--- src/msp_pkg.sv ---
// Package for the module system power control block: timing constants,
// power states and core-side request and status bundles.
// Assumes a single 200 MHz core clock.
package msp_pkg;

  localparam int unsigned CLK_MHZ          = 200;
  localparam int unsigned DEBOUNCE_MS      = 4;
  localparam int unsigned DEBOUNCE_CYCLES  = DEBOUNCE_MS * 1000 * CLK_MHZ;
  localparam int unsigned PG_STABLE_MS     = 10;
  localparam int unsigned PG_STABLE_CYCLES = PG_STABLE_MS * 1000 * CLK_MHZ;
  localparam int unsigned RESET_PULSE_US   = 1;
  localparam int unsigned RESET_PULSE_CYCLES = RESET_PULSE_US * CLK_MHZ;
  localparam int unsigned CNT_W            = 24;
  localparam int unsigned GEN_PINS         = 4;
  localparam logic [3:0]  GEN_RESET_OE     = 4'h0;
  localparam logic [3:0]  GEN_RESET_OUT    = 4'h0;

  typedef enum logic [2:0] {
    MSP_OFF      = 3'b000,
    MSP_WAIT_PG  = 3'b001,
    MSP_RESET    = 3'b010,
    MSP_RUN      = 3'b011,
    MSP_SLEEP    = 3'b100
  } msp_state_t;

  // Requests from the processor core side
  typedef struct packed {
    logic       sleep_req;
    logic       off_req;
    logic       wdog_expire;
    logic [3:0] gen_oe;
    logic [3:0] gen_out;
  } msp_core_req_t;

  // Status towards the processor core side
  typedef struct packed {
    logic       button_event;
    logic       wake_event;
    logic       load_defaults;
    logic       firmware_hub_off;
    logic [3:0] gen_in;
  } msp_core_stat_t;

endpackage : msp_pkg

--- src/msp_power_ctrl.sv ---
// Power sequencer and system-control pin logic of the module.
// Assumes baseboard pins are asynchronous; core requests are on core_clk.
`timescale 1ns/1ps

// Notes on behaviour
// - A low power button pin counts as a press.
// - A low wake pin counts as a wake request.
// - A low reset input holds the module in its reset cycle.
// - Reset output is low during every reset cycle, released after.
// - supply_switch_on high turns on the baseboard supplies.
// - Low load-defaults pin at power-on makes firmware load setup defaults.
// - Low firmware-disable pin disables the onboard firmware hub.
// - watchdog_expired goes high on a watchdog timeout.
// - watchdog_expired is cleared at power-up and every reset.
// - sleep_state_n is low in S3, high otherwise.
// - suspend_state_n is low in S4/S5, high otherwise.
// - Four general pins, each input or output.
module msp_power_ctrl #(
  parameter int unsigned DEBOUNCE_CNT  = msp_pkg::DEBOUNCE_CYCLES,
  parameter int unsigned PG_STABLE_CNT = msp_pkg::PG_STABLE_CYCLES
) (
  input  wire logic                    core_clk,
  input  wire logic                    reset,
  input  wire logic                    power_button_n,
  input  wire logic                    wake_n,
  input  wire logic                    reset_in_n,
  input  wire logic                    supplies_valid,
  input  wire logic                    load_defaults_n,
  input  wire logic                    firmware_hub_disable_n,
  input  wire logic [3:0]              gen_pin_in,
  input  wire msp_pkg::msp_core_req_t  core_req,
  output logic                         reset_out_n,
  output logic                         supply_switch_on,
  output logic                         watchdog_expired,
  output logic                         sleep_state_n,
  output logic                         suspend_state_n,
  output logic [3:0]                   gen_pin_out,
  output logic [3:0]                   gen_pin_oe,
  output msp_pkg::msp_core_stat_t      core_stat
);
  import msp_pkg::*;

  // Debounced level follows the synced input only after it has held steady
  function automatic logic [CNT_W-1:0] cnt_step(input logic [CNT_W-1:0] c, input logic hold);
    cnt_step = hold ? (c + 1'b1) : '0;
  endfunction : cnt_step

  logic [3:0] s1_q;
  logic [3:0] s2_q;
  logic [2:0] deb_q;
  logic [2:0] deb_prev_q;
  logic [CNT_W-1:0] dcnt_q [3];
  logic [3:0] gen_s1_q;
  logic [3:0] gen_s2_q;

  always_ff @(posedge core_clk) begin
    if (reset) begin
      s1_q <= 4'hf;
      s2_q <= 4'hf;
      gen_s1_q <= 4'h0;
      gen_s2_q <= 4'h0;
    end else begin
      s1_q <= {supplies_valid, reset_in_n, wake_n, power_button_n};
      s2_q <= s1_q;
      gen_s1_q <= gen_pin_in;
      gen_s2_q <= gen_s1_q;
    end
  end

  always_ff @(posedge core_clk) begin
    if (reset) begin
      deb_q <= 3'h7;
      deb_prev_q <= 3'h7;
      for (int i = 0; i < 3; i++) dcnt_q[i] <= '0;
    end else begin
      deb_prev_q <= deb_q;
      for (int i = 0; i < 3; i++) begin
        if (s2_q[i] == deb_q[i]) begin
          dcnt_q[i] <= '0;
        end else if (dcnt_q[i] >= CNT_W'(DEBOUNCE_CNT - 1)) begin
          dcnt_q[i] <= '0;
          deb_q[i] <= s2_q[i];
        end else begin
          dcnt_q[i] <= cnt_step(dcnt_q[i], 1'b1);
        end
      end
    end
  end

  logic btn_press;
  logic wake_req;
  logic rst_in_act;
  logic pg_sync;
  // Press on falling edge of the filtered button
  assign btn_press  = deb_prev_q[0] & ~deb_q[0];
  // Wake on falling edge of the filtered wake pin
  assign wake_req   = deb_prev_q[1] & ~deb_q[1];
  assign rst_in_act = ~deb_q[2];
  assign pg_sync    = s2_q[3];

  msp_state_t state_q;
  logic [CNT_W-1:0] pg_cnt_q;
  logic [CNT_W-1:0] rst_cnt_q;
  logic off_s3_q;

  // Power state sequencing
  always_ff @(posedge core_clk) begin
    if (reset) begin
      state_q <= MSP_OFF;
      pg_cnt_q <= '0;
      rst_cnt_q <= '0;
      off_s3_q <= 1'b0;
    end else begin
      unique case (state_q)
        MSP_OFF: begin
          pg_cnt_q <= '0;
          if (btn_press || wake_req) state_q <= MSP_WAIT_PG;
        end
        MSP_WAIT_PG: begin
          pg_cnt_q <= cnt_step(pg_cnt_q, pg_sync);
          if (pg_sync && pg_cnt_q >= CNT_W'(PG_STABLE_CNT - 1)) begin
            state_q <= MSP_RESET;
            rst_cnt_q <= '0;
          end
        end
        // Reset cycle holds while the reset input is low, then lasts RESET_PULSE_CYCLES more
        MSP_RESET: begin
          if (!pg_sync) begin
            state_q <= MSP_WAIT_PG;
            pg_cnt_q <= '0;
          end else if (rst_in_act) begin
            rst_cnt_q <= '0;
          end else if (rst_cnt_q >= CNT_W'(RESET_PULSE_CYCLES - 1)) begin
            state_q <= MSP_RUN;
          end else begin
            rst_cnt_q <= cnt_step(rst_cnt_q, 1'b1);
          end
        end
        MSP_RUN: begin
          rst_cnt_q <= '0;
          if (!pg_sync) begin
            state_q <= MSP_WAIT_PG;
            pg_cnt_q <= '0;
          end else if (rst_in_act) begin
            state_q <= MSP_RESET;
          end else if (core_req.off_req || btn_press) begin
            state_q <= MSP_OFF;
          end else if (core_req.sleep_req) begin
            state_q <= MSP_SLEEP;
          end
        end
        MSP_SLEEP: begin
          if (btn_press || wake_req) begin
            state_q <= MSP_WAIT_PG;
            pg_cnt_q <= '0;
          end else if (core_req.off_req) begin
            state_q <= MSP_OFF;
          end
        end
        default: state_q <= MSP_OFF;
      endcase
    end
  end

  // Reset output low outside the running state
  always_ff @(posedge core_clk) begin
    if (reset) reset_out_n <= 1'b0;
    else       reset_out_n <= (state_q == MSP_RUN) && !rst_in_act && pg_sync;
  end

  // Supplies on except in soft-off and sleep
  always_ff @(posedge core_clk) begin
    if (reset) supply_switch_on <= 1'b0;
    else supply_switch_on <= (state_q == MSP_WAIT_PG) || (state_q == MSP_RESET) || (state_q == MSP_RUN);
  end

  always_ff @(posedge core_clk) begin
    if (reset) begin
      sleep_state_n <= 1'b1;
      suspend_state_n <= 1'b0;
    end else begin
      sleep_state_n <= (state_q != MSP_SLEEP);
      suspend_state_n <= (state_q != MSP_OFF);
    end
  end

  // Watchdog flag; set holds until a reset cycle clears it
  always_ff @(posedge core_clk) begin
    if (reset) watchdog_expired <= 1'b0;
    else if (core_req.wdog_expire) watchdog_expired <= 1'b1;
    else if (state_q == MSP_RESET) watchdog_expired <= 1'b0;
  end

  // Boot straps, captured in every state except MSP_RUN
  logic ld_s1_q, ld_s2_q, fd_s1_q, fd_s2_q;
  always_ff @(posedge core_clk) begin
    if (reset) begin
      ld_s1_q <= 1'b1;
      ld_s2_q <= 1'b1;
      fd_s1_q <= 1'b1;
      fd_s2_q <= 1'b1;
    end else begin
      ld_s1_q <= load_defaults_n;
      ld_s2_q <= ld_s1_q;
      fd_s1_q <= firmware_hub_disable_n;
      fd_s2_q <= fd_s1_q;
    end
  end

  always_ff @(posedge core_clk) begin
    if (reset) begin
      gen_pin_oe  <= GEN_RESET_OE;
      gen_pin_out <= GEN_RESET_OUT;
      core_stat   <= '0;
    end else begin
      gen_pin_oe  <= core_req.gen_oe;
      gen_pin_out <= core_req.gen_out;
      core_stat.button_event <= btn_press;
      core_stat.wake_event   <= wake_req;
      core_stat.gen_in       <= gen_s2_q;
      if (state_q != MSP_RUN) begin
        core_stat.load_defaults    <= ~ld_s2_q;
        core_stat.firmware_hub_off <= ~fd_s2_q;
      end
    end
  end

  // Reset output held low while in the reset state
  rst_low_a: assert property (@(posedge core_clk) disable iff (reset)
    state_q == MSP_RESET |=> !reset_out_n) else $error("reset_out_n high during reset cycle");

  pg_release_a: assert property (@(posedge core_clk) disable iff (reset)
    $rose(reset_out_n) |-> $past(pg_sync)) else $error("reset released without supplies_valid");

  // Supplies requested while waiting for power good
  supply_on_a: assert property (@(posedge core_clk) disable iff (reset)
    state_q == MSP_WAIT_PG |=> supply_switch_on) else $error("supply_switch_on low while waiting");

  wdog_set_a: assert property (@(posedge core_clk) disable iff (reset)
    core_req.wdog_expire |=> watchdog_expired) else $error("watchdog flag not set");

  wdog_clear_a: assert property (@(posedge core_clk) disable iff (reset)
    state_q == MSP_RESET && !core_req.wdog_expire |=> !watchdog_expired) else $error("watchdog flag not cleared");

  sleep_ind_a: assert property (@(posedge core_clk) disable iff (reset)
    state_q == MSP_SLEEP |=> !sleep_state_n) else $error("sleep_state_n high in sleep");

  susp_ind_a: assert property (@(posedge core_clk) disable iff (reset)
    state_q == MSP_OFF |=> !suspend_state_n) else $error("suspend_state_n high in off");

  // Reset input forces the reset cycle
  rst_in_a: assert property (@(posedge core_clk) disable iff (reset)
    state_q == MSP_RUN && rst_in_act && pg_sync |=> state_q == MSP_RESET) else $error("reset input ignored");

  btn_on_a: assert property (@(posedge core_clk) disable iff (reset)
    state_q == MSP_OFF && btn_press |=> state_q == MSP_WAIT_PG) else $error("button press ignored");

  gen_oe_a: assert property (@(posedge core_clk) disable iff (reset)
    1'b1 |=> gen_pin_oe == $past(core_req.gen_oe)) else $error("gen_pin_oe mismatch");

endmodule : msp_power_ctrl

--- config.mk ---
export PLATFORM = sky130hd
export DESIGN_NAME = msp_power_ctrl
export DESIGN_NICKNAME = d
export VERILOG_FILES = /design/src/msp_pkg.sv /design/src/msp_power_ctrl.sv
export SDC_FILE = /design/constraint.sdc
export NUM_CORES = 1
export LEC_CHECK = 0
export BUFFER_PORTS_ARGS = -buffer_cell sky130_fd_sc_hd__buf_4
export CORE_ASPECT_RATIO = 0.6
export CORE_MARGIN = 3
export CORE_UTILIZATION = 55
export CTS_CLUSTER_SIZE = 20
export DETAILED_ROUTE_END_ITERATION = 7
export GPL_ROUTABILITY_DRIVEN = 0
export PLACE_DENSITY = 0.73
export SLEW_MARGIN = 20
export SYNTH_ARGS = -nofsm -noshare
export SYNTH_HDL_FRONTEND = slang
export SYNTH_SLANG_ARGS = --single-unit
--- constraint.sdc ---
create_clock -name core_clk -period 3.07 [get_ports core_clk]
set_input_delay 0 -clock core_clk [delete_from_list [all_inputs] [get_ports core_clk]]
set_output_delay 0 -clock core_clk [all_outputs]
set_load 0.1 [all_outputs]
==> results.py, run 1 <==
metrics = {
    "yosys": {
        "synthesis.area_um2": 7530,
        "synth_edf_count": 72,
        "ys_warn_count": 0,
        "yosysTopAreaCellShare": 0.287,
        "synthTopCellsByArea": "edfxtp_1 (29%), dfxtp_1 (26%), nor2_1 (6.2%), xnor2_1 (4.8%), xor2_1 (3.7%)",
        "synth_flop_cell": "dfxtp_1",
        "syn_avg_cell_area_um2": 9.91,
        "synthDistinctLibCells": 61,
        "syn_inst": 760,
        "synth-seq-cells": 169,
        "yosysSeqAreaShare": 0.545,
        "synthArstFlopShare": 0,
        "yosysTopAreaCell": "edfxtp_1",
    },
    "clock_tree": {
        "cts_tree": "yes",
        "htree_levels": 4,
        "cts_setup_buffers": 0,
        "root_buffer": "clkbuf_16",
        "numCtsBuffers": 17,
        "holdBufCountCts": 20,
        "clkSlewWorstSetupHoldPaths_ps": 70,
        "cts-resized-gates": 0,
        "max-clock-path-buffers": 2,
        "cts.sinks": 169,
        "clk_latency_ps": 420,
    },
    "hold_path": {
        "hold_end": "state_q[0]",
        "worstHoldPathType": "in2reg",
        "min_from": "core_req[10]",
        "hold_depth": 4,
    },
    "power": {
        "ir_drop_v": 0.000339,
        "p_per_area_nw_per_um2": 575,
        "power_leakage_nw": 3.28,
    },
    "die": {
        "rows": 32,
        "dieWidth_um": 157,
        "coreArea_um2": 13100,
        "start_util": 0.574,
        "dieArea_um2": 15200,
        "num_io_pins": 44,
        "die_h_um": 96.7,
    },
    "layout": {
        "final_cells": 1091,
        "syn_to_final_growth_pct": 20.5,
        "drive_gt1_frac": 0.111,
        "fillers": 996,
        "finish.utilization": 0.692,
        "diodes": 0,
        "final_nets": 936,
    },
    "detailed_routing": {
        "via_per_inst": 5.39,
        "ant_nets": 0,
        "post_drt_wl_per_cell_um": 14.2,
        "dr.pass1.iters": 7,
        "first_iter_violations": 667,
        "dr_total_vias": 5877,
        "drt_wl_total_um": 15500,
        "drc_errors": 0,
    },
    "grt": {
        "grt_busiest_layer": "met2",
        "grt_pass1_wl_um": 26300,
        "antenna_found_initial": 0,
        "gr-usage-all-layers": 0.211,
        "use_met2": 0.316,
        "grt_use_met1": 0.309,
        "use_met3": 0.0492,
        "grt_max_degree": 67,
        "grt.overflow.total": 0,
        "first_global_vias": 5641,
    },
    "sta": {
        "setup_viol": 0,
        "tns_ps": 0,
        "hold_viol_final": 0,
        "rsz0062_at_grt": "false",
        "timing.hold.ws_ps": 35.7,
        "drv_slew": 0,
        "max_freq_mhz": 379,
        "tightest_slew_ps": 760,
        "slew_headroom": 0.491,
        "finalCritPeriodShare": 0.859,
        "fin_crit_ps": 2640,
        "fin_skew_ps": 13.6,
    },
    "placement": {
        "dp_cells": 1039,
        "port-buffer-count": 43,
        "dpl.hpwl_um": 10600,
    },
    "critical_path": {
        "worstSetupEndpointType": "register",
        "r2r-end": "rst_cnt_q[3]",
        "r2r_start": "rst_cnt_q[0]",
        "crit_type": "reg2reg",
        "rr_worst_depth": 7,
        "cp.required_ps": 3420,
        "startpoint_type": "register",
        "rrSetupSlack_ps": 430,
        "worstPathArrival_ps": 2990,
        "crit_fanout": 10,
    },
    "run": {
        "drv_cap": 0,
    },
    "outcome": {
        "status": "completed",
    },
}
## layout by cell type, fill, tap and decap left out, types with 24 or more instances in the layout
master    Yosys  routed
nor3_1       29      29
nand3_1      43      43
nand2_1      49      49
conb_1        2      84
xnor2_1      41      41
nor2_1      124     124
edfxtp_1     72      72
xor2_1       32      32
dfxtp_1      97      97
nor2b_1      24      24
buf_4         3      49
## layer usage
metal  up-vias  wire, um
met5         -         0
met4         0       150
met3        16       925
met2       172      6980
met1      2768      7450
li1       2921         -
## final cells by class
cell class                      count  area (um^2)  area share
Clock inverter                     15          149      0.0164
Tap cell                          170          213      0.0234
Sequential cell                   169         4100       0.452
Inverter                           21         78.8     0.00868
Timing Repair Buffer               69          568      0.0625
Multi-Input combinational cell    630         3540       0.390
Clock buffer                       17          425      0.0468
## flip-flops by register name, indices dropped and copies added, names as in the netlist, 2 cells and up
signal,flops
s2_q,4
pg_cnt_q,24
state_q,3
deb_q,3
gen_pin_oe,4
deb_prev_q,2
core_stat,8
dcnt_q,72
rst_cnt_q,24
gen_s1_q,4
gen_s2_q,4
gen_pin_out,4
s1_q,4
## power by group
part | switching, mW | internal, mW
Clock | 0.984 | 1.09
Sequential | 0.0687 | 2.43
Combinational | 0.443 | 0.211
Total | 1.50 | 3.73
## metrics by stage
stage / worst slack [ps] / power (mW) / instance area, um^2
final: 433 / 5.22 / 9080
after global routing: 254 / 5.42 / 9080
after detailed placement: 433 / 3.16 / 8310
after CTS: 413 / 5.24 / 9080
after floorplan: 672 / 3.02 / 7840
after global placement: 574 / 3.14 / 8310
## cells by family (layout without fill, tap and decap cells)
kind of cell    count (synthesis)  count (layout)  synth area share
compound gates                 95              95            0.0873
xor+xnor                       73              73            0.0849
fa+ha+maj                       5               5           0.00830
buf+inv                        43             122            0.0257
flops                         169             169             0.545
mux                             2               2           0.00282
other cells                     2              84          0.000997
simple gates                  371             371             0.245
## worst max-delay path by stage
stage,to,cells past startpoint,slack [ps],start
final,rst_cnt_q[3],7,430,rst_cnt_q[0]
after global routing,rst_cnt_q[3],7,250,rst_cnt_q[0]
after CTS,rst_cnt_q[3],7,410,rst_cnt_q[0]
after detailed placement,rst_cnt_q[3],7,430,rst_cnt_q[0]
after global placement,rst_cnt_q[5],7,570,rst_cnt_q[0]
after floorplan,rst_cnt_q[15],8,670,rst_cnt_q[0]
## cells in the mapped netlist, types with 10 or more instances
library cell	number
xor2_1	32
nand4_1	21
nor3_1	29
or2_2	12
xnor2_1	41
nand3_1	43
a21oi_1	19
nor2_1	124
clkbuf_1	14
dfxtp_1	97
and3_1	15
nand2_1	49
a31oi_1	11
o21ai_0	17
nor2b_1	24
nor4_1	15
edfxtp_1	72
inv_1	20
and2_1	10
## worst max-delay path, stage by stage, from the launching register on
cell and delay [ps]:
dfxtp_1 340, ha_1 270, a2111oi_4 380, o211ai_1 140, and2_4 180, or3_4 440
nor3_1 600, a32o_1 220
Note: power is estimated with default switching activity, not from simulation.
==> run 2: changes to the inputs <==
--- a/config.mk
+++ b/config.mk
@@ -12,8 +12,10 @@
 export CTS_CLUSTER_SIZE = 20
 export DETAILED_ROUTE_END_ITERATION = 7
 export GPL_ROUTABILITY_DRIVEN = 0
+export HOLD_SLACK_MARGIN = 0.06
 export PLACE_DENSITY = 0.73
 export SLEW_MARGIN = 20
 export SYNTH_ARGS = -nofsm -noshare
 export SYNTH_HDL_FRONTEND = slang
 export SYNTH_SLANG_ARGS = --single-unit
+export TNS_END_PERCENT = 5
==> results.py, run 2 (synthesized netlist as in run 1, its figures left out) <==
metrics = {
    "detailed_routing": {
        "ant_nets": 0,
        "via_per_inst": 5.39,
        "first_iter_violations": 517,
        "drc_errors": 0,
        "dr.pass1.iters": 5,
        "post_drt_wl_per_cell_um": 14.2,
        "drt_wl_total_um": 15500,
        "dr_total_vias": 5893,
    },
    "layout": {
        "drive_gt1_frac": 0.111,
        "largestRegisters": "dcnt_q x72, pg_cnt_q x24, rst_cnt_q x24",
        "design_area_um2": 9100,
        "syn_to_final_growth_pct": 20.8,
        "fillers": 993,
        "layout_common_cells": "nor2_1 (124), dfxtp_1 (97), conb_1 (84)",
        "largest_register_ffs": 72,
        "top_register": "dcnt_q",
        "diodes": 0,
        "final_common_cell": "nor2_1",
        "final_cells": 1093,
        "final_nets": 938,
    },
    "sta": {
        "tns_ps": 0,
        "fin_crit_ps": 2640,
        "rsz0062_at_grt": "false",
        "setup_viol": 0,
        "hold_viol_final": 0,
        "slew_headroom": 0.493,
        "max_freq_mhz": 378,
        "finalCritPeriodShare": 0.861,
        "fin_skew_ps": 13.4,
        "tightest_slew_ps": 756,
        "drv_slew": 0,
    },
    "die": {
        "num_io_pins": 44,
        "dieArea_um2": 15200,
        "start_util": 0.574,
        "dieWidth_um": 157,
        "rows": 32,
        "coreArea_um2": 13100,
        "die_h_um": 96.7,
    },
    "grt": {
        "first_global_vias": 5652,
        "grt_pass1_wl_um": 26400,
        "gr-usage-all-layers": 0.211,
        "grt_max_degree": 67,
        "grt.overflow.total": 0,
        "antenna_found_initial": 0,
    },
    "clock_tree": {
        "clk_latency_ps": 420,
        "root_buffer": "clkbuf_16",
        "clkSlewWorstSetupHoldPaths_ps": 70,
        "holdBufCountCts": 22,
        "numCtsBuffers": 17,
        "htree_levels": 4,
        "cts_setup_buffers": 0,
        "cts.sinks": 169,
        "max-clock-path-buffers": 2,
        "cts-resized-gates": 0,
        "cts_tree": "yes",
    },
    "critical_path": {
        "worstPathArrival_ps": 3000,
        "critPathLaunch": "rst_cnt_q[0]",
        "startpoint_type": "register",
        "r2r_start": "rst_cnt_q[0]",
        "cpPeakStageDelay_ps": 610,
        "cp_cell_sequence": "ha_1, a2111oi_4, o211ai_1, and2_4, or3_4, nor3_1, a32o_1",
        "crit_type": "reg2reg",
        "cp.required_ps": 3420,
        "crit_fanout": 10,
        "crit_slowest_cell": "nor3_1",
        "worstSetupEndpointType": "register",
    },
    "run": {
        "drv_cap": 0,
    },
    "power": {
        "power_leakage_nw": 3.30,
        "p_per_area_nw_per_um2": 574,
        "ir_drop_v": 0.000339,
    },
    "placement": {
        "dp_cells": 1039,
        "port-buffer-count": 43,
        "dpl-instance-area_um2": 8310,
        "dpl.hpwl_um": 10600,
    },
    "hold_path": {
        "worstHoldPathType": "in2reg",
        "min_from": "reset",
    },
    "outcome": {
        "status": "completed",
    },
}
[run 2: power breakdown]
part / switching, mW / internal (mW)
registers: 0.0688 / 2.43
logic: 0.444 / 0.212
clock network: 0.986 / 1.09
total: 1.50 / 3.73
[run 2: per-layer routing]
layer | up-vias | GRT usage | part of all wire | routed length [um]
li1 | 2925 | - | - | -
met1 | 2791 | 0.309 | 0.48 | 7500
met2 | 170 | 0.317 | 0.45 | 7020
met3 | 7 | 0.0492 | 0.060 | 925
met4 | 0 | 0.0567 | 0.0056 | 87
met5 | - | 0 | 0 | 0
[run 2: area by class of cell]
type	instances	area [um^2]	area share
sequential	169	4100	0.451
tap	170	213	0.0234
clock inverter	15	149	0.0164
multi-input combinational	630	3540	0.389
clock buffer	17	425	0.0467
timing repair buffer	71	588	0.0646
inverter	21	78.8	0.00866
[run 2: stage by stage]
| step | setup WS [ps] | hold slack, ps | power, mW | util |
|---|---|---|---|---|
| after floorplan | 672 | 104 | 3.02 | - |
| after global placement | 574 | 190 | 3.14 | 0.633 |
| after detailed placement | 433 | 194 | 3.16 | 0.633 |
| after CTS | 413 | 87.5 | 5.24 | 0.693 |
| after global routing | 254 | 122 | 5.42 | 0.693 |
| final | 428 | 106 | 5.22 | 0.693 |
[run 2: worst paths after layout]
kind	to	slack, ps	cells after the start
hold / removal	core_stat[3]	110	2
setup reg to reg	rst_cnt_q[4]	430	7
hold reg to reg	s2_q[2]	410	1
setup / recovery	rst_cnt_q[4]	430	7
[run 2: critical path, delay by kind of cell (launching register included)]
kind,cells,cell delay (ps)
flops,1,340
fa+ha+maj,1,270
compound gates,3,740
simple gates,3,1230
==> run 3: changes to the inputs <==
--- a/config.mk
+++ b/config.mk
@@ -9,11 +9,13 @@
 export CORE_ASPECT_RATIO = 0.6
 export CORE_MARGIN = 3
 export CORE_UTILIZATION = 55
+export CTS_CLUSTER_DIAMETER = 40
 export CTS_CLUSTER_SIZE = 20
 export DETAILED_ROUTE_END_ITERATION = 7
 export GPL_ROUTABILITY_DRIVEN = 0
 export HOLD_SLACK_MARGIN = 0.06
 export PLACE_DENSITY = 0.73
+export RECOVER_POWER = 100
 export SLEW_MARGIN = 20
 export SYNTH_ARGS = -nofsm -noshare
 export SYNTH_HDL_FRONTEND = slang
==> results.py, run 3 (synthesized netlist as in run 1, its figures left out) <==
metrics = {
    "critical_path": {
        "startpoint_type": "register",
        "crit_type": "reg2reg",
        "cpPeakStageDelay_ps": 630,
        "crit_slowest_cell": "clkbuf_1",
        "worstPathArrival_ps": 2840,
        "cp_top_family": "simple AND/OR/NAND/NOR gates",
        "crit_fanout": 18,
        "worstPathBufferInverterCount": 1,
        "worstSetupEndpointType": "register",
        "rrSetupSlack_ps": 360,
        "cp.required_ps": 3200,
        "cp_cell_sequence": "ha_1, nand3_1, nor2_1, o31ai_1, a221o_1, nand3_1, clkbuf_1, nor2_1",
    },
    "detailed_routing": {
        "ant_nets": 0,
        "dr_total_vias": 5907,
        "dr.pass1.iters": 5,
        "via_per_inst": 5.40,
        "drt_wl_total_um": 15500,
        "first_iter_violations": 542,
        "drc_errors": 0,
        "post_drt_wl_per_cell_um": 14.2,
    },
    "die": {
        "die_h_um": 96.7,
        "dieArea_um2": 15200,
        "num_io_pins": 44,
        "coreArea_um2": 13100,
        "rows": 32,
        "start_util": 0.574,
        "dieWidth_um": 157,
    },
    "power": {
        "power_leakage_nw": 3.19,
        "p_per_area_nw_per_um2": 577,
        "p_sw_mw": 1.49,
        "intPower_mw": 3.70,
        "power_frac_comb": 0.121,
        "ir_drop_v": 0.000338,
        "p_total_mw": 5.20,
        "switching_share": 0.288,
        "pwr-share-seq": 0.480,
        "clkPwrFrac": 0.398,
    },
    "placement": {
        "dpl.hpwl_um": 10600,
        "place_ws_ps": 433,
        "port-buffer-count": 43,
    },
    "outcome": {
        "status": "completed",
    },
    "grt": {
        "grt_max_degree": 67,
        "gr-usage-all-layers": 0.211,
        "antenna_found_initial": 0,
        "grt.overflow.total": 0,
        "first_global_vias": 5652,
        "grt_pass1_wl_um": 26400,
    },
    "sta": {
        "fin_ws_ps": 357,
        "fin_skew_ps": 13.3,
        "drv_slew": 0,
        "hold_viol_final": 0,
        "slew_headroom": 0.207,
        "setup_viol": 0,
        "fin_crit_ps": 2710,
        "finalCritPeriodShare": 0.884,
        "max_freq_mhz": 369,
        "tightest_slew_ps": 1190,
        "tns_ps": 0,
        "rsz0062_at_grt": "false",
    },
    "layout": {
        "largestRegisters": "dcnt_q x72, pg_cnt_q x24, rst_cnt_q x24",
        "final_nets": 938,
        "layout_common_cells": "nor2_1 (124), dfxtp_1 (97), conb_1 (84)",
        "drive_gt1_frac": 0.0823,
        "finish.utilization": 0.686,
        "largest_register_ffs": 72,
        "top_register": "dcnt_q",
        "diodes": 0,
        "syn_to_final_growth_pct": 19.6,
        "final_common_cell": "nor2_1",
    },
    "hold_path": {
        "worstHoldPathType": "in2reg",
    },
    "clock_tree": {
        "root_buffer": "clkbuf_16",
        "numCtsBuffers": 17,
        "cts_setup_buffers": 0,
        "htree_levels": 4,
        "max-clock-path-buffers": 2,
        "cts.sinks": 169,
        "clk_latency_ps": 420,
        "cts_tree": "yes",
        "clkSlewWorstSetupHoldPaths_ps": 80,
    },
    "run": {
        "drv_cap": 0,
    },
}
==> run 3: path summary, 6_finish.rpt <==
path	startpoint	end	cells past startpoint
min reg2reg	s1_q[2]	s2_q[2]	1
min	reset	core_stat[3]	2
max reg2reg	dcnt_q[0][0]	dcnt_q[0][11]	8
max	dcnt_q[0][0]	dcnt_q[0][11]	8
==> run 3: layer usage <==
| layer | routed length, um | track usage | share of wire | vias to the layer above |
|---|---|---|---|---|
| met1 | 7510 | 0.309 | 0.48 | 2791 |
| met3 | 842 | 0.0492 | 0.054 | 14 |
| met2 | 7050 | 0.317 | 0.45 | 179 |
| met5 | 0 | 0 | 0 | - |
| met4 | 114 | 0.0567 | 0.0073 | 0 |
| li1 | - | - | - | 2923 |
==> run 3: power groups by stage <==
stage,sequential (mW),clock (mW),combinational [mW]
4_1_cts,2.50,2.10,0.642
3_5_place_dp,2.54,0,0.617
2_1_floorplan,2.67,0,0.354
5_1_grt,2.51,2.20,0.682
6_report,2.50,2.07,0.630
3_3_place_gp,2.54,0,0.603
==> run 3: what timing repair did <==
item / in CTS / in global routing
resized for setup: 0 / 0
hold buffers: 22 / 0
hold endpoints to repair: 21 / 0
==> run 3: layout make-up <==
class	count	area [um^2]
timing repair buffer	71	498
fill	1029	4120
sequential	169	4100
inverter	21	78.8
multi-input combinational	630	3540
tap	170	213
clock inverter	15	149
clock buffer	17	425
==> run 3: per-stage QoR <==
| stage | instance area [um^2] | std cells | hold slack (ps) |
|---|---|---|---|
| detailed placement | 8310 | 1039 | 194 |
| finish | 9010 | 1093 | 104 |
| global route | 9010 | 1093 | 122 |
| floorplan | 7840 | 842 | 104 |
| CTS | 9100 | 1093 | 87.5 |
| global placement | 8310 | 1039 | 190 |
